<file path="config.mk">
export PLATFORM = sky130hd
export DESIGN_NAME = retimer_channel_control_status_regs
export DESIGN_NICKNAME = d
export VERILOG_FILES = /design/src/shared/retimer_regs_pkg.sv /design/src/retimer_channel_control_status_regs.sv
export VERILOG_INCLUDE_DIRS = /design/src /design/src/shared
export SDC_FILE = /design/constraint.sdc
export NUM_CORES = 1
export LEC_CHECK = 0
export ABC_AREA = 1
export CAP_MARGIN = 20
export CORE_ASPECT_RATIO = 1.5
export CORE_MARGIN = 1.5
export CORE_UTILIZATION = 30
export CTS_CLUSTER_DIAMETER = 80
export DETAILED_ROUTE_END_ITERATION = 16
export DONT_BUFFER_PORTS = 1
export PLACE_DENSITY = 0.51
export SLEW_MARGIN = 40
export SYNTH_ARGS = -nofsm -noshare
export SYNTH_HDL_FRONTEND = slang
export SYNTH_SLANG_ARGS = --single-unit
</file>
<file path="constraint.sdc">
create_clock -name i_sys_clk -period 3.4 [get_ports i_sys_clk]
set_input_delay 0.51 -clock i_sys_clk [delete_from_list [all_inputs] [get_ports i_sys_clk]]
set_output_delay 0.51 -clock i_sys_clk [all_outputs]
set_load 0.05 [all_outputs]
</file>
<file path="src/shared/retimer_regs_cfg.svh">
// Constants for the retimer channel control and status register bank.
// Assumes inclusion by bare name from the package and the design module.
`ifndef RETIMER_REGS_CFG_SVH
`define RETIMER_REGS_CFG_SVH

// Address page: bit 8 set selects the shared page
`define PAGE_BIT 8
`define PAGE_CHAN 1'b0
`define PAGE_SHARED 1'b1

// Shared page offsets
`define OFF_LOAD_STATUS 8'h11
`define OFF_LOAD_SPEED 8'h12
// Channel page offsets
`define OFF_RESET_CTRL 8'h00
`define OFF_EVENT_STAT 8'h01
`define OFF_OBSERVE 8'h02
`define OFF_OBS_SELECT 8'h0c
`define OFF_EVENT_EN 8'h31
`define OFF_IRQ_STATUS 8'h40
`define OFF_IRQ_MASK 8'h41

// Reset control field positions
`define BIT_CORE_RST 3
`define BIT_REGS_RST 2
`define BIT_RECOV_RST 1
`define BIT_REF_RST 0
// Speed select bit, observe select field, event enables
`define BIT_LOAD_FAST 7
`define OBS_SEL_HI 7
`define OBS_SEL_LO 4
`define BIT_LOCK_EN 1
`define BIT_SIG_EN 0
// Interrupt status and mask layout
`define IRQ_SIG_LOST 0
`define IRQ_LOCK_LOST 1

// Reset values
`define RST_RESET_CTRL 8'h00
`define RST_LOAD_SPEED 8'h91
`define RST_OBS_SELECT 8'h00
`define RST_EVENT_EN 8'h00
`define RST_IRQ 2'h0

// Load status codes and attempt limit
`define LOAD_CODE_BUSY 2'h0
`define LOAD_CODE_FAIL 2'h1
`define LOAD_CODE_DONE 2'h2
`define LOAD_MAX_ATTEMPTS 7'h40
`define LOAD_SHOWN_MAX 6'h3f

// Timing: memory load bit rate ticks
`define CLK_HZ 40000000
`define FAST_HZ 400000
`define STD_HZ 100000
`define FAST_DIV (`CLK_HZ / `FAST_HZ)
`define STD_DIV (`CLK_HZ / `STD_HZ)

`endif

</file>
<file path="src/shared/retimer_regs_pkg.sv">
// Types shared by the retimer register bank and its bench.
// Assumes the constants header is on the include path.
package retimer_regs_pkg;
  `include "retimer_regs_cfg.svh"

  typedef logic [7:0] byte_t;      // Register data
  typedef logic [8:0] addr_t;      // Page bit plus byte offset
  typedef logic [3:0] pat_code_t;  // Detected pattern code
  typedef logic [127:0] obs_bus_t; // Sixteen observable bytes

  // Configuration load sequence
  typedef enum logic [2:0] {
    LOAD_BUSY = 3'b001,
    LOAD_DONE = 3'b010,
    LOAD_FAIL = 3'b100
  } load_state_t;
endpackage

</file>
<file path="src/retimer_channel_control_status_regs.sv">
// Register bank for one retimer channel plus shared load controls.
// Assumes a plain register port on i_sys_clk, status pins from other
// clock domains, and a load engine and observe sources on this clock.
//
// Summary of operation
// - Six-bit read-only count of load attempts.
// - Two-bit load status: done, failed, busy.
// - Speed bit picks 400 or 100 kHz load.
// - Core reset bit resets channel state machines.
// - Register reset bit restores channel register defaults.
// - Recovered-clock domain reset bit drives domain reset.
// - Reference reset acts only with reference clock.
// - Raw signal detect readable, not latched.
// - Polarity inversion flag readable from checker.
// - Lock-loss flag after lock, cleared on read.
// - Lock-loss flag works only when enabled.
// - Four-bit detected pattern code readable.
// - Signal-loss flag after acquire, clear on read.
// - Status byte chosen by four-bit select field.
`include "retimer_regs_cfg.svh"

module retimer_channel_control_status_regs (
  input wire logic i_sys_clk,                     // 40 MHz clock
  input wire logic i_rst_n,                       // Async reset, low
  input wire logic i_clk_en,                      // Freezes state when low
  input wire retimer_regs_pkg::addr_t i_addr,     // Register address
  input wire retimer_regs_pkg::byte_t i_wr_data,  // Write data
  input wire logic i_wr,                          // Write strobe
  input wire logic i_rd,                          // Read strobe
  output retimer_regs_pkg::byte_t o_rd_data,      // Read data, next cycle
  input wire logic i_sig_detect_pin,              // Signal detector
  input wire logic i_lock_pin,                    // Clock recovery lock
  input wire logic i_pol_inv_pin,                 // Polarity inverted
  input wire retimer_regs_pkg::pat_code_t i_pattern_pin, // Pattern code
  input wire logic i_ref_clk_present_pin,         // Reference clock seen
  input wire retimer_regs_pkg::obs_bus_t i_observe_src, // Observe bytes
  input wire logic i_load_attempt,                // Load attempt started
  input wire logic i_load_ok,                     // Attempt succeeded
  input wire logic i_load_err,                    // Attempt failed
  output logic o_load_fast,                       // Fast load mode
  output logic o_load_tick,                       // Load bit-rate tick
  output logic o_core_rst,                        // Core domain reset
  output logic o_recov_rst,                       // Recovered domain reset
  output logic o_ref_rst,                         // Reference domain reset
  output logic o_irq                              // Interrupt, level high
);
  import retimer_regs_pkg::*;

  // Address decode helper, used for every register
  function automatic logic hit(input addr_t a, input logic page,
                               input byte_t off);
    hit = (a[`PAGE_BIT] == page) && (a[7:0] == off);
  endfunction

  // Loss event: was acquired, now gone, feature enabled
  function automatic logic lost_event(input logic was, input logic now,
                                      input logic en);
    lost_event = was & ~now & en;
  endfunction

  // Attempt count as shown: saturates so 64 still fits six bits
  function automatic logic [5:0] shown_count(input logic [6:0] c);
    shown_count = (c[6]) ? `LOAD_SHOWN_MAX : c[5:0];
  endfunction

  // ---------------------------------------------------------------
  // Reset release
  // ---------------------------------------------------------------
  logic rst_s1_r; // First release stage
  logic rst_n_r;  // Released reset used by all logic

  // Release through two flops; not gated by the clock enable, so a
  // frozen block still leaves reset cleanly
  always_ff @(posedge i_sys_clk or negedge i_rst_n) begin
    if (!i_rst_n) begin
      rst_s1_r <= 1'b0;
      rst_n_r <= 1'b0;
    end else begin
      rst_s1_r <= 1'b1;
      rst_n_r <= rst_s1_r;
    end
  end

  // ---------------------------------------------------------------
  // Pin synchronisers
  // ---------------------------------------------------------------
  logic sig_s1_r, sig_s2_r;    // Signal detect
  logic lock_s1_r, lock_s2_r;  // Lock
  logic pol_s1_r, pol_s2_r;    // Polarity
  logic ref_s1_r, ref_s2_r;    // Reference present
  pat_code_t pat_s1_r;         // Pattern, first stage
  pat_code_t pat_s2_r;         // Pattern, second stage
  pat_code_t pat_s3_r;         // Pattern, comparison stage
  pat_code_t pat_r;            // Pattern, accepted value

  // Two flops per pin before any logic reads it
  always_ff @(posedge i_sys_clk or negedge rst_n_r) begin
    if (!rst_n_r) begin
      sig_s1_r <= 1'b0;
      sig_s2_r <= 1'b0;
      lock_s1_r <= 1'b0;
      lock_s2_r <= 1'b0;
      pol_s1_r <= 1'b0;
      pol_s2_r <= 1'b0;
      ref_s1_r <= 1'b0;
      ref_s2_r <= 1'b0;
      pat_s1_r <= 4'h0;
      pat_s2_r <= 4'h0;
      pat_s3_r <= 4'h0;
    end else if (i_clk_en) begin
      sig_s1_r <= i_sig_detect_pin;
      sig_s2_r <= sig_s1_r;
      lock_s1_r <= i_lock_pin;
      lock_s2_r <= lock_s1_r;
      pol_s1_r <= i_pol_inv_pin;
      pol_s2_r <= pol_s1_r;
      ref_s1_r <= i_ref_clk_present_pin;
      ref_s2_r <= ref_s1_r;
      pat_s1_r <= i_pattern_pin;
      pat_s2_r <= pat_s1_r;
      pat_s3_r <= pat_s2_r;
    end
  end

  // A four-bit code may be caught mid-change; only a value seen
  // twice in a row is taken, at the cost of one more cycle
  wire pat_stable = (pat_s2_r == pat_s3_r);

  // Accepted pattern code
  always_ff @(posedge i_sys_clk or negedge rst_n_r) begin
    if (!rst_n_r) begin
      pat_r <= 4'h0;
    end else if (i_clk_en && pat_stable) begin
      pat_r <= pat_s3_r;
    end
  end

  // ---------------------------------------------------------------
  // Register decode
  // ---------------------------------------------------------------
  wire wr_reset_ctrl = i_wr && hit(i_addr, `PAGE_CHAN, `OFF_RESET_CTRL);
  wire wr_obs_sel = i_wr && hit(i_addr, `PAGE_CHAN, `OFF_OBS_SELECT);
  wire wr_event_en = i_wr && hit(i_addr, `PAGE_CHAN, `OFF_EVENT_EN);
  wire wr_irq_stat = i_wr && hit(i_addr, `PAGE_CHAN, `OFF_IRQ_STATUS);
  wire wr_irq_mask = i_wr && hit(i_addr, `PAGE_CHAN, `OFF_IRQ_MASK);
  wire wr_speed = i_wr && hit(i_addr, `PAGE_SHARED, `OFF_LOAD_SPEED);
  wire rd_event = i_rd && hit(i_addr, `PAGE_CHAN, `OFF_EVENT_STAT);

  // ---------------------------------------------------------------
  // Channel control registers
  // ---------------------------------------------------------------
  byte_t reset_ctrl_r; // Domain and register resets
  byte_t obs_sel_r;    // Observe select in upper nibble
  byte_t event_en_r;   // Event feature enables
  wire regs_rst = reset_ctrl_r[`BIT_REGS_RST];

  // Register reset wins over a write and clears itself with the rest
  always_ff @(posedge i_sys_clk or negedge rst_n_r) begin
    if (!rst_n_r) begin
      reset_ctrl_r <= `RST_RESET_CTRL;
      obs_sel_r <= `RST_OBS_SELECT;
      event_en_r <= `RST_EVENT_EN;
    end else if (i_clk_en) begin
      if (regs_rst) begin
        reset_ctrl_r <= `RST_RESET_CTRL;
        obs_sel_r <= `RST_OBS_SELECT;
        event_en_r <= `RST_EVENT_EN;
      end else begin
        if (wr_reset_ctrl) begin
          reset_ctrl_r <= i_wr_data;
        end
        if (wr_obs_sel) begin
          obs_sel_r <= i_wr_data;
        end
        if (wr_event_en) begin
          event_en_r <= i_wr_data;
        end
      end
    end
  end

  // ---------------------------------------------------------------
  // Domain reset outputs
  // ---------------------------------------------------------------
  wire core_rst = reset_ctrl_r[`BIT_CORE_RST];
  // Reference reset needs the reference clock to take effect
  wire ref_rst_nxt = reset_ctrl_r[`BIT_REF_RST] & ref_s2_r;

  // Registered so every output comes from a flop
  always_ff @(posedge i_sys_clk or negedge rst_n_r) begin
    if (!rst_n_r) begin
      o_core_rst <= 1'b0;
      o_recov_rst <= 1'b0;
      o_ref_rst <= 1'b0;
    end else if (i_clk_en) begin
      o_core_rst <= core_rst;
      o_recov_rst <= reset_ctrl_r[`BIT_RECOV_RST];
      o_ref_rst <= ref_rst_nxt;
    end
  end

  // ---------------------------------------------------------------
  // Loss detection state machines (core domain)
  // ---------------------------------------------------------------
  logic locked_seen_r; // Lock acquired since last loss
  logic sig_seen_r;    // Signal acquired since last loss
  logic lock_lost_r;   // Lock-loss event flag
  logic sig_lost_r;    // Signal-loss event flag

  wire lock_en = event_en_r[`BIT_LOCK_EN];
  wire sig_en = event_en_r[`BIT_SIG_EN];
  wire lock_lost_set = lost_event(locked_seen_r, lock_s2_r, lock_en);
  wire sig_lost_set = lost_event(sig_seen_r, sig_s2_r, sig_en);

  // Acquisition history; held in reset by the core reset bit
  always_ff @(posedge i_sys_clk or negedge rst_n_r) begin
    if (!rst_n_r) begin
      locked_seen_r <= 1'b0;
      sig_seen_r <= 1'b0;
    end else if (i_clk_en) begin
      if (core_rst) begin
        locked_seen_r <= 1'b0;
        sig_seen_r <= 1'b0;
      end else begin
        locked_seen_r <= lock_s2_r;
        sig_seen_r <= sig_s2_r;
      end
    end
  end

  // Clear on read; an event in the read cycle sets and is kept
  wire lock_lost_nxt = lock_lost_set | (lock_lost_r & ~rd_event);
  wire sig_lost_nxt = sig_lost_set | (sig_lost_r & ~rd_event);

  // Event flags, enable gated in the set term
  always_ff @(posedge i_sys_clk or negedge rst_n_r) begin
    if (!rst_n_r) begin
      lock_lost_r <= 1'b0;
      sig_lost_r <= 1'b0;
    end else if (i_clk_en) begin
      if (regs_rst) begin
        lock_lost_r <= 1'b0;
        sig_lost_r <= 1'b0;
      end else begin
        lock_lost_r <= lock_lost_nxt;
        sig_lost_r <= sig_lost_nxt;
      end
    end
  end

  // ---------------------------------------------------------------
  // Interrupt status and mask
  // ---------------------------------------------------------------
  logic [1:0] irq_stat_r; // Sticky, write one to clear
  logic [1:0] irq_mask_r; // One enables the bit onto o_irq
  wire [1:0] irq_set = {lock_lost_set, sig_lost_set};
  wire [1:0] irq_clr = wr_irq_stat ? i_wr_data[1:0] : 2'h0;
  // Set wins over a clear in the same cycle
  wire [1:0] irq_stat_nxt = irq_set | (irq_stat_r & ~irq_clr);

  // Sticky status and mask
  always_ff @(posedge i_sys_clk or negedge rst_n_r) begin
    if (!rst_n_r) begin
      irq_stat_r <= `RST_IRQ;
      irq_mask_r <= `RST_IRQ;
    end else if (i_clk_en) begin
      if (regs_rst) begin
        irq_stat_r <= `RST_IRQ;
        irq_mask_r <= `RST_IRQ;
      end else begin
        irq_stat_r <= irq_stat_nxt;
        if (wr_irq_mask) begin
          irq_mask_r <= i_wr_data[1:0];
        end
      end
    end
  end

  // Interrupt level from the masked status
  always_ff @(posedge i_sys_clk or negedge rst_n_r) begin
    if (!rst_n_r) begin
      o_irq <= 1'b0;
    end else if (i_clk_en) begin
      o_irq <= |(irq_stat_r & irq_mask_r);
    end
  end

  // ---------------------------------------------------------------
  // Shared: configuration load tracking
  // ---------------------------------------------------------------
  byte_t speed_r;           // Speed select register
  load_state_t load_st_r;   // Load sequence state
  load_state_t load_st_nxt; // Next load state
  logic [6:0] attempts_r;   // Attempts, up to 64

  wire at_limit = (attempts_r == `LOAD_MAX_ATTEMPTS);
  wire [6:0] attempts_inc = attempts_r + 7'h01;

  // Load sequence: busy until success or the last attempt fails
  always_comb begin
    load_st_nxt = load_st_r;
    case (load_st_r)
      LOAD_BUSY: begin
        if (i_load_ok) begin
          load_st_nxt = LOAD_DONE;
        end else if (i_load_err && at_limit) begin
          load_st_nxt = LOAD_FAIL;
        end
      end
      LOAD_DONE: load_st_nxt = LOAD_DONE; // Held until reset
      LOAD_FAIL: load_st_nxt = LOAD_FAIL; // Held until reset
      default: load_st_nxt = LOAD_BUSY;   // Illegal code recovers
    endcase
  end

  // Status code from the one-hot state
  wire [1:0] load_code = (load_st_r == LOAD_DONE) ? `LOAD_CODE_DONE :
                         (load_st_r == LOAD_FAIL) ? `LOAD_CODE_FAIL :
                         `LOAD_CODE_BUSY;

  // State and attempt counter; counting stops once the load ends
  always_ff @(posedge i_sys_clk or negedge rst_n_r) begin
    if (!rst_n_r) begin
      load_st_r <= LOAD_BUSY;
      attempts_r <= 7'h00;
    end else if (i_clk_en) begin
      load_st_r <= load_st_nxt;
      if (i_load_attempt && load_st_r == LOAD_BUSY && !at_limit) begin
        attempts_r <= attempts_inc;
      end
    end
  end

  // Speed register, shared page, untouched by channel register reset
  always_ff @(posedge i_sys_clk or negedge rst_n_r) begin
    if (!rst_n_r) begin
      speed_r <= `RST_LOAD_SPEED;
    end else if (i_clk_en && wr_speed) begin
      speed_r <= i_wr_data;
    end
  end

  // ---------------------------------------------------------------
  // Load bit-rate tick
  // ---------------------------------------------------------------
  localparam logic [8:0] FAST_LAST = 9'(`FAST_DIV - 1);
  localparam logic [8:0] STD_LAST = 9'(`STD_DIV - 1);
  logic [8:0] tick_cnt_r; // Divider count
  wire fast = speed_r[`BIT_LOAD_FAST];
  wire [8:0] tick_last = fast ? FAST_LAST : STD_LAST;
  // A speed change mid-count may run past the new limit; >= ends it
  wire tick_wrap = (tick_cnt_r >= tick_last);
  wire [8:0] tick_inc = tick_cnt_r + 9'h001;

  // Divider runs only while the load is in progress
  always_ff @(posedge i_sys_clk or negedge rst_n_r) begin
    if (!rst_n_r) begin
      tick_cnt_r <= 9'h000;
      o_load_tick <= 1'b0;
      o_load_fast <= 1'b0;
    end else if (i_clk_en) begin
      o_load_fast <= fast;
      if (load_st_r != LOAD_BUSY || tick_wrap) begin
        tick_cnt_r <= 9'h000;
      end else begin
        tick_cnt_r <= tick_inc;
      end
      o_load_tick <= (load_st_r == LOAD_BUSY) && tick_wrap;
    end
  end

  // ---------------------------------------------------------------
  // Read path
  // ---------------------------------------------------------------
  wire [3:0] obs_sel = obs_sel_r[`OBS_SEL_HI:`OBS_SEL_LO];
  wire [7:0] obs_byte = i_observe_src[{obs_sel, 3'h0} +: 8];
  // Raw detect and polarity pass straight through, not latched
  wire [7:0] event_word = {sig_s2_r, pol_s2_r, lock_lost_r, pat_r,
                           sig_lost_r};
  wire [7:0] load_word = {load_code, shown_count(attempts_r)};

  // Read mux; unmapped addresses read as zero
  wire [7:0] rd_mux =
    hit(i_addr, `PAGE_CHAN, `OFF_RESET_CTRL) ? reset_ctrl_r :
    hit(i_addr, `PAGE_CHAN, `OFF_EVENT_STAT) ? event_word :
    hit(i_addr, `PAGE_CHAN, `OFF_OBSERVE) ? obs_byte :
    hit(i_addr, `PAGE_CHAN, `OFF_OBS_SELECT) ? obs_sel_r :
    hit(i_addr, `PAGE_CHAN, `OFF_EVENT_EN) ? event_en_r :
    hit(i_addr, `PAGE_CHAN, `OFF_IRQ_STATUS) ? {6'h00, irq_stat_r} :
    hit(i_addr, `PAGE_CHAN, `OFF_IRQ_MASK) ? {6'h00, irq_mask_r} :
    hit(i_addr, `PAGE_SHARED, `OFF_LOAD_STATUS) ? load_word :
    hit(i_addr, `PAGE_SHARED, `OFF_LOAD_SPEED) ? speed_r :
    8'h00;

  // Read data stands only in the cycle after the strobe
  always_ff @(posedge i_sys_clk or negedge rst_n_r) begin
    if (!rst_n_r) begin
      o_rd_data <= 8'h00;
    end else if (i_clk_en) begin
      o_rd_data <= i_rd ? rd_mux : 8'h00;
    end
  end

endmodule

</file>
==> results.cfg, run 1 <==
[status]
status = complete, no violations

[synth]
synth_top_family_by_area = simple AND/OR/NAND/NOR gates
synth_fa_ha_area_frac = 0.0179
synth.avg_cell_area_um2 = 6.97
synth_area_um2 = 6290
synth_compound_area_frac = 0.0869
synth_edf_count = 0
synth_mux_area_frac = 0.0143
yosysTopAreaCell = dfrtp_1
yosysWarnings = 0
synthSimpleGateAreaFrac = 0.387
synth_flop_cell = dfrtp_1
netlist_top_cells_count = nand2_1 (340), nand3_1 (148), dfrtp_1 (95)
synth_seq_cells = 99
synthXorXnorAreaFrac = 0.0139
seq_area_frac_synth = 0.394
yosysMostFrequentCell = nand2_1
synth_fp_nets = 1073
synth_cell_types = 43
synthCells = 903
synthArstFlopShare = 1.00
synth.area.top_cells = dfrtp_1 (38%), nand2_1 (20%), nand3_1 (12%)
synth_top_area_frac = 0.378

[floorplanning]
die-area_um2 = 21900
dieHeight_um = 180
start_util = 0.307
fp.dieW_um = 121
io_pins = 175
rows = 64
fp.coreArea_um2 = 20500

[place]
io_buffers = 0
place_hpwl_um = 14700
gp_congestion = 0.866
placed_area_um2 = 6440

[clock_tree]
clk_latency_ns = 0.36
cts-root-buf = clkbuf_16
cts_tree = yes
clk_path_buf_depth = 2
htree_levels = 3
cts_setup_buffers = 0
cts_sinks = 99
path_clk_slew_ns = 0.08
cts_resized = 0
numCtsBuffers = 9

[critical_path]
cp.required_ns = 3.68
path_cells = inv_1 -> ha_1 -> a21oi_1 -> o21a_1 -> nand2_1 -> nor2_1 -> nand2_1 -> nor2_1 -> inv_2 -> a21oi_1
crit_path_end_kind = flop
cp.arrival_ns = 2.48
startpoint_type = flop
worstPathMaxFanout = 7
cp_top_family = flip-flops
worst-path-buf-inv = 2
path_class = flop to flop
cp_slowest_cell = dfstp_2
max_stage_delay_ns = 0.60

[layout]
antenna_cells = 0
fill_cells = 2299
finalInstanceArea_um2 = 6750
nets = 1052
syn2layout_area_growth_pct = 7.22
drive_above_1_share = 0.0800

[timing]
fin_worst_skew_ns = 0.00930
hold_violations = 0
rsz0062_at_grt = no
period_share = 0.649
worst_slew_pin_slew_ns = 0.785
min_period_ns = 2.21
setup_viol = 0
tns_ns = 0
slew_viol_final = 0
fmax_mhz = 453
relSlewSlack = 0.472

[power_and_ir_drop]
p_leak_nw = 3.31
power.clock.fraction = 0.329
p_sw_frac = 0.338
internal_power_mw = 2.06
pwr-share-seq = 0.473
ir_worst_vdd_mv = 0.217
switching_power_mw = 1.05
power_mw = 3.11
cellPowerDensity_nw_per_um2 = 461
power_frac_comb = 0.198

[global_routing]
grt_pass1_vias = 5631
grt_max_degree = 66
antenna_found_initial = 0
track_usage = 0.173
grt_overflow = 0
grt_pass1_wl_um = 29300

[routing]
num_vias = 5752
post-route-drc-count = 0
first_iter_violations = 235
ant_nets = 0
drt-total-wl_um = 19000
first_pass_iters = 7
wl_per_cell_um = 16.5
via_per_inst = 5.00

[hold_path]
hold_class = flop to asynchronous set/reset pin

[flow_run]
maxCapViolCount = 0
-- cells in the final DEF, fill, tap and decap left out, types with 8 or more instances in the layout --
master,Yosys,final
ha_1,9,9
a21oi_1,27,27
nand2_1,340,340
o21ai_1,35,35
inv_1,62,61
nand3_1,148,148
mux2_2,8,8
xor2_1,8,8
o21ai_0,27,27
nor2_1,28,28
nand4_1,14,14
inv_2,10,10
clkbuf_16,0,9
dfrtp_1,95,93
-- cells by family after synthesis --
| group | count (synthesis) |
|---|---|
| flops | 99 |
| buf+inv | 115 |
| xor+xnor | 10 |
| fa+ha+maj | 9 |
| simple gates | 560 |
| other cells | 1 |
| compound gates | 101 |
| mux | 8 |
-- final cells by class --
type | count | area [um^2] | share of cell area
clock inverter | 7 | 70.1 | 0.0104
multi-input combinational | 689 | 3280 | 0.485
timing repair buffer | 8 | 75.1 | 0.0111
sequential | 99 | 2490 | 0.369
tap | 264 | 330 | 0.0490
inverter | 75 | 284 | 0.0421
clock buffer | 9 | 225 | 0.0334
-- state kept, by name, indices dropped and copies added (netlist names), 7 cells and up --
signal        count
attempts_r        7
event_en_r        8
o_rd_data         8
obs_sel_r         8
reset_ctrl_r      8
speed_r           8
tick_cnt_r        9
-- per-stage QoR --
stage	hold slack, ns	util	worst slack, ns	cells
CTS	0.229	0.329	1.17	1151
global placement	0.214	0.313	1.14	1133
floorplan	0.214	-	0.445	903
detailed placement	0.214	0.314	1.11	1134
global route	0.226	0.329	0.983	1151
finish	0.225	0.329	1.19	1151
-- power groups by stage --
stage               combinational, mW  clock, mW  sequential, mW
finish                          0.615       1.02            1.47
CTS                             0.627       1.05            1.47
global route                    0.714       1.10            1.49
detailed placement              0.623          0            1.50
floorplan                       0.504          0            1.46
global placement                0.606          0            1.50
-- worst paths after layout --
path                                        endpoint  slack [ns]                   start  cells after the start
max in group asynchronous   o_rd_data[2]$_DFFE_PN0P_        2.30       rst_n_r$_DFF_PN0_                      2
min                             sig_s1_r$_DFFE_PN0P_        0.23       rst_n_r$_DFF_PN0_                      0
max reg2reg                tick_cnt_r[5]$_DFFE_PN0P_        1.19  speed_r[7]$_DFFE_PN1P_                     10
max                        tick_cnt_r[5]$_DFFE_PN0P_        1.19  speed_r[7]$_DFFE_PN1P_                     10
min in group i_sys_clk     tick_cnt_r[3]$_DFFE_PN0P_        0.24                i_clk_en                      1
min reg2reg                     sig_s1_r$_DFFE_PN0P_        0.23       rst_n_r$_DFF_PN0_                      0
-- routing by layer --
layer | track usage | vias to the layer above | routed length, um
li1 | - | 2907 | -
met1 | 0.187 | 2632 | 7420
met2 | 0.323 | 171 | 9870
met3 | 0.0313 | 42 | 1080
met4 | 0.0729 | 0 | 655
met5 | 0 | - | 0
-- worst reg2reg max path: cells and delay by family, from the launching register on --
family / cells / cell delay (ns)
DFF: 1 / 0.60
adders and majority gates: 1 / 0.33
buffers and inverters: 2 / 0.25
and+or+nand+nor: 4 / 0.49
AOI/OAI and AO/OA: 3 / 0.46
-- what timing repair did --
action,CTS,global route
hold endpoints to repair,2,0
hold buffers,1,0
setup endpoints to repair,0,0
(Power assumes the default switching activity.)
==> inputs of run 2 (changes only) <==
--- a/config.mk
+++ b/config.mk
@@ -6,7 +6,7 @@
 export SDC_FILE = /design/constraint.sdc
 export NUM_CORES = 1
 export LEC_CHECK = 0
-export ABC_AREA = 1
+export ABC_AREA = 0
 export CAP_MARGIN = 20
 export CORE_ASPECT_RATIO = 1.5
 export CORE_MARGIN = 1.5
@@ -14,7 +14,7 @@
 export CTS_CLUSTER_DIAMETER = 80
 export DETAILED_ROUTE_END_ITERATION = 16
 export DONT_BUFFER_PORTS = 1
-export PLACE_DENSITY = 0.51
+export PLACE_DENSITY = 0.52
 export SLEW_MARGIN = 40
 export SYNTH_ARGS = -nofsm -noshare
 export SYNTH_HDL_FRONTEND = slang
==> constraint.sdc (replaced) <==
create_clock -name i_sys_clk -period 2 [get_ports i_sys_clk]
set_input_delay 0.3 -clock i_sys_clk [delete_from_list [all_inputs] [get_ports i_sys_clk]]
set_output_delay 0.3 -clock i_sys_clk [all_outputs]
set_load 0.05 [all_outputs]
==> results.cfg, run 2 <==
[synth]
synthCells = 542
synth_cell_types = 65
synth.area.top_cells = dfrtp_1 (39%), mux4_2 (12%), mux2_2 (6.3%)
yosysWarnings = 0
yosysTopAreaCell = dfrtp_1
synth_seq_cells = 99
synth_top_area_frac = 0.388
synth.avg_cell_area_um2 = 11.3
yosysMostFrequentCell = dfrtp_1
seq_area_frac_synth = 0.406
synth_fp_nets = 712
synth_edf_count = 0
netlist_top_cells_count = dfrtp_1 (95), mux2_2 (34), mux4_2 (33)
synth_flop_cell = dfrtp_1
synthArstFlopShare = 1.00
synth_area_um2 = 6120

[power_and_ir_drop]
ir_worst_vdd_mv = 0.341
cellPowerDensity_nw_per_um2 = 658
p_leak_nw = 2.78

[routing]
ant_nets = 0
via_per_inst = 5.67
num_vias = 4706
drt-total-wl_um = 18900
first_iter_violations = 299
post-route-drc-count = 0
wl_per_cell_um = 22.8
first_pass_iters = 5

[clock_tree]
path_clk_slew_ns = 0.07
clk_path_buf_depth = 2
cts_sinks = 99
cts_tree = yes
htree_levels = 3
cts-root-buf = clkbuf_16
numCtsBuffers = 9
clk_latency_ns = 0.35

[global_routing]
grt_pass1_wl_um = 28800
antenna_found_initial = 3
track_usage = 0.180
grt_overflow = 0
grt_pass1_vias = 5022
grt_max_degree = 49

[critical_path]
cp.arrival_ns = 2.21
r2r-end = tick_cnt_r[2]$_DFFE_PN0P_
rrSetupSlack_ns = 0.07
r2r_start = speed_r[7]$_DFFE_PN1P_
crit_path_end_kind = flop
worstPathMaxFanout = 7
rr_worst_depth = 8
startpoint_type = flop
cp.required_ns = 2.27
path_class = flop to flop

[hold_path]
min_path_cells = 1
hold_end = o_irq$_DFFE_PN0P_
hp-start = i_clk_en
hold_class = input port to flop

[layout]
drive_above_1_share = 0.272
largest_register_ff_count = 9
mostFrequentLayoutCell = dfrtp_1
nets = 732
top_register = tick_cnt_r
final_cell_mix = dfrtp_1 (93), buf_4 (36), mux2_2 (34)
finalInstanceArea_um2 = 7060
postLayoutCoreUtil = 0.355
syn2layout_area_growth_pct = 15.3

[place]
placed_area_um2 = 6630
gp_congestion = 0.969
place_hpwl_um = 15100
io_buffers = 0

[floorplanning]
fp.dieW_um = 120
io_pins = 175
dieHeight_um = 178
die-area_um2 = 21300
fp.coreArea_um2 = 19900
rows = 63
start_util = 0.308

[timing]
period_share = 0.966
rsz0062_at_grt = yes
relSlewSlack = 0.571
fmax_mhz = 518
slew_viol_final = 0
hold_violations = 0
fin_worst_skew_ns = 0.00929
worst_slew_pin_slew_ns = 0.644
setup_viol = 0
min_period_ns = 1.93

[status]
status = complete, no violations

[flow_run]
maxCapViolCount = 0
-- run 2: where the power goes --
group	switching (mW)	internal, mW
sequential	0.124	2.11
clock	0.788	1.26
combinational	0.147	0.213
-- run 2: worst max path at each step --
stage / start / end / slack [ns] / depth (start not counted)
finish: speed_r[7]$_DFFE_PN1P_ / tick_cnt_r[2]$_DFFE_PN0P_ / 0.07 / 8
global route: obs_sel_r[4]$_DFFE_PN0P_ / o_rd_data[0]$_DFFE_PN0P_ / -0.006 / 5
floorplan: obs_sel_r[4]$_DFFE_PN0P_ / o_rd_data[6]$_DFFE_PN0P_ / 0.02 / 7
global placement: i_addr[1] / o_rd_data[0]$_DFFE_PN0P_ / -0.08 / 7
CTS: obs_sel_r[4]$_DFFE_PN0P_ / o_rd_data[0]$_DFFE_PN0P_ / 0.02 / 5
detailed placement: i_addr[1] / o_rd_data[1]$_DFFE_PN0P_ / -0.03 / 7
-- run 2: kinds of logic (layout without fill, tap and decap cells) --
| family | Yosys count | in the layout | synth area share |
|---|---|---|---|
| AOI/OAI and AO/OA | 147 | 147 | 0.172 |
| xor gates and xnor gates | 14 | 14 | 0.0200 |
| adders and majority gates | 9 | 9 | 0.0184 |
| buffers and inverters | 45 | 70 | 0.0331 |
| DFF | 99 | 99 | 0.406 |
| muxes | 85 | 85 | 0.213 |
| other | 1 | 4 | 0.000613 |
| and+or+nand+nor | 142 | 142 | 0.137 |
-- run 2: what timing repair did --
| item | in CTS | in global routing |
|---|---|---|
| buffers inserted | 0 | 5 |
| resized for setup | 0 | 5 |
| setup endpoints to repair | 0 | 12 |
| hold buffers | 1 | 0 |
| endpoints found under the hold margin | 2 | 0 |
-- run 2: metal layers --
layer,track usage,vias up,share of wire
met1,0.179,2327,0.34
li1,-,2133,-
met3,0.0411,37,0.066
met5,0,-,0
met2,0.353,209,0.56
met4,0.0774,0,0.032
-- run 2: metrics by stage --
| step | TNS (ns) | std cells | setup WS, ns | hold slack [ns] | total power, mW |
|---|---|---|---|---|---|
| after floorplan | 0 | 542 | 0.0212 | 0.00441 | 2.55 |
| after global placement | -0.0960 | 805 | -0.0788 | 0.00447 | 2.63 |
| after detailed placement | -0.0475 | 805 | -0.0302 | 0.00447 | 2.63 |
| after CTS | 0 | 822 | 0.0193 | 0.0204 | 4.70 |
| after global routing | -0.00617 | 830 | -0.00617 | 0.0364 | 4.81 |
| final | 0 | 830 | 0.0680 | 0.0331 | 4.64 |
-- run 2: cell type report --
type                            count  area (um^2)
Timing Repair Buffer               42          388
Antenna cell                        3         7.51
Sequential cell                    99         2490
Clock inverter                      6          111
Inverter                           12         45.0
Fill cell                        1995        12800
Multi-Input combinational cell    398         3450
Clock buffer                       10          239
Tap cell                          260          325
-- run 2: critical path: stages, from the launching register on --
cell and delay [ns]:
dfstp_2 0.55, inv_1 0.07, ha_1 0.22, nor4_1 0.30, o21ai_1 0.14, a21oi_1 0.18
buf_4 0.17, nand2_1 0.07, o21ai_0 0.14
==> inputs of run 3 (changes only) <==
--- a/config.mk
+++ b/config.mk
@@ -15,6 +15,7 @@
 export DETAILED_ROUTE_END_ITERATION = 16
 export DONT_BUFFER_PORTS = 1
 export PLACE_DENSITY = 0.52
+export RECOVER_POWER = 100
 export SLEW_MARGIN = 40
 export SYNTH_ARGS = -nofsm -noshare
 export SYNTH_HDL_FRONTEND = slang
==> results.cfg, run 3 (synthesis gave the netlist of run 2 again) <==
[timing]
hold_violations = 0
min_period_ns = 1.97
fin_worst_skew_ns = 0.00940
relSlewSlack = 0.135
period_share = 0.987
slew_viol_final = 0
worst_slew_pin_slew_ns = 1.30
tns_ns = 0
rsz0062_at_grt = yes
fmax_mhz = 507
setup_viol = 0

[routing]
drt-total-wl_um = 18900
num_vias = 4702
post-route-drc-count = 0
ant_nets = 0
via_per_inst = 5.67
first_pass_iters = 4
wl_per_cell_um = 22.8
first_iter_violations = 251

[hold_path]
hold_class = input port to flop

[place]
gp_congestion = 0.969
io_buffers = 0
dp_cells = 805
place_hpwl_um = 15100

[status]
status = complete, no violations

[clock_tree]
clk_path_buf_depth = 2
htree_levels = 3
path_clk_slew_ns = 0.07
cts_sinks = 99
cts_tree = yes
clk_latency_ns = 0.35
numCtsBuffers = 9
cts-root-buf = clkbuf_16

[layout]
nets = 732
top_register = tick_cnt_r
largest_register_ff_count = 9
syn2layout_area_growth_pct = 13.6
final_cell_mix = dfrtp_1 (94), mux2_2 (34), mux4_2 (33)
drive_above_1_share = 0.252
mostFrequentLayoutCell = dfrtp_1
final_cell_count_no_fill = 830

[critical_path]
cp_slowest_cell = or4b_1
max_stage_delay_ns = 0.50
cp.required_ns = 2.22
path_cells = or4b_1 -> clkbuf_2 -> nor3_1 -> clkbuf_1 -> nor2_4 -> o221ai_1 -> o221ai_2
startpoint_type = input port
crit_path_end_kind = flop
cp.arrival_ns = 2.20
path_class = input port to flop
worstPathMaxFanout = 10

[floorplanning]
fp.dieW_um = 120
fp.coreArea_um2 = 19900
start_util = 0.308
io_pins = 175
rows = 63
dieHeight_um = 178
die-area_um2 = 21300

[power_and_ir_drop]
p_leak_nw = 2.74
power_frac_comb = 0.076
internal_power_mw = 3.58
cellPowerDensity_nw_per_um2 = 667
power_mw = 4.64
pwr-share-seq = 0.481
p_sw_frac = 0.228
switching_power_mw = 1.06
ir_worst_vdd_mv = 0.335
power.clock.fraction = 0.442

[global_routing]
grt_overflow = 0
grt_pass1_vias = 5022
antenna_found_initial = 3
grt_pass1_wl_um = 28800
grt_max_degree = 49
track_usage = 0.180

[flow_run]
maxCapViolCount = 0
==> run 3: changes by cell type in the layout (fill, tap and decap cells not counted), sizes merged <==
cell,delta
buf,-8
clkbuf,+8
==> run 3: final cells by class <==
| cell class | count | area, um^2 |
|---|---|---|
| flip-flops and latches | 99 | 2480 |
| repair buffers | 42 | 352 |
| multi-input cells | 398 | 3390 |
| fillers | 2008 | 12900 |
| clock buffers | 10 | 239 |
| clock inverters | 6 | 111 |
| diodes | 3 | 7.51 |
| inverters | 12 | 45.0 |
| well taps | 260 | 325 |
==> run 3: worst paths after layout <==
check / start / endpoint / slack, ns / cells after the start
setup reg to reg: speed_r[7]$_DFFE_PN1P_ / tick_cnt_r[2]$_DFFE_PN0P_ / 0.07 / 8
max in group asynchronous: rst_n_r$_DFF_PN0_ / load_st_r[0]$_DFFE_PN1P_ / 0.32 / 1
hold / removal: i_clk_en / o_irq$_DFFE_PN0P_ / 0.03 / 1
setup / recovery: i_addr[1] / o_rd_data[2]$_DFFE_PN0P_ / 0.03 / 7
min in group asynchronous: i_rst_n / rst_n_r$_DFF_PN0_ / 0.19 / 1
hold reg to reg: rst_s1_r$_DFF_PN0_ / rst_n_r$_DFF_PN0_ / 0.36 / 0
==> run 3: repair_timing <==
action | 4_1_cts | 5_1_grt
hold buffers | 1 | 0
endpoints found under the setup margin | 0 | 12
endpoints found under the hold margin | 2 | 0
setup buffers | 0 | 5
resized for setup | 0 | 5
==> run 3: layer usage <==
| metal | routed length [um] | global-route usage | up-vias |
|---|---|---|---|
| met2 | 10600 | 0.353 | 208 |
| met4 | 599 | 0.0774 | 0 |
| met5 | 0 | 0 | - |
| met1 | 6530 | 0.179 | 2328 |
| met3 | 1220 | 0.0411 | 35 |
| li1 | - | - | 2131 |
==> run 3: power groups by stage <==
stage	combinational [mW]	sequential [mW]	clock (mW)
floorplan	0.299	2.25	0
CTS	0.363	2.24	2.10
global placement	0.354	2.27	0
finish	0.354	2.23	2.05
global route	0.387	2.25	2.17
detailed placement	0.359	2.27	0
==> run 3: metrics by stage <==
step | hold WS, ns | setup slack, ns | cell area (um^2) | utilization
after floorplan | 0.00441 | 0.0212 | 6120 | -
after global placement | 0.00447 | -0.0788 | 6630 | 0.334
after detailed placement | 0.00447 | -0.0302 | 6630 | 0.334
after CTS | 0.0204 | 0.0193 | 6990 | 0.352
after global routing | 0.0362 | -0.00617 | 6950 | 0.350
final | 0.0294 | 0.0262 | 6950 | 0.350
==> run 3: worst max-delay path: cells and delay by family <==
family	cells	cell delay [ns]
AOI/OAI and AO/OA	2	0.33
buffers and inverters	2	0.70
and+or+nand+nor	3	0.85
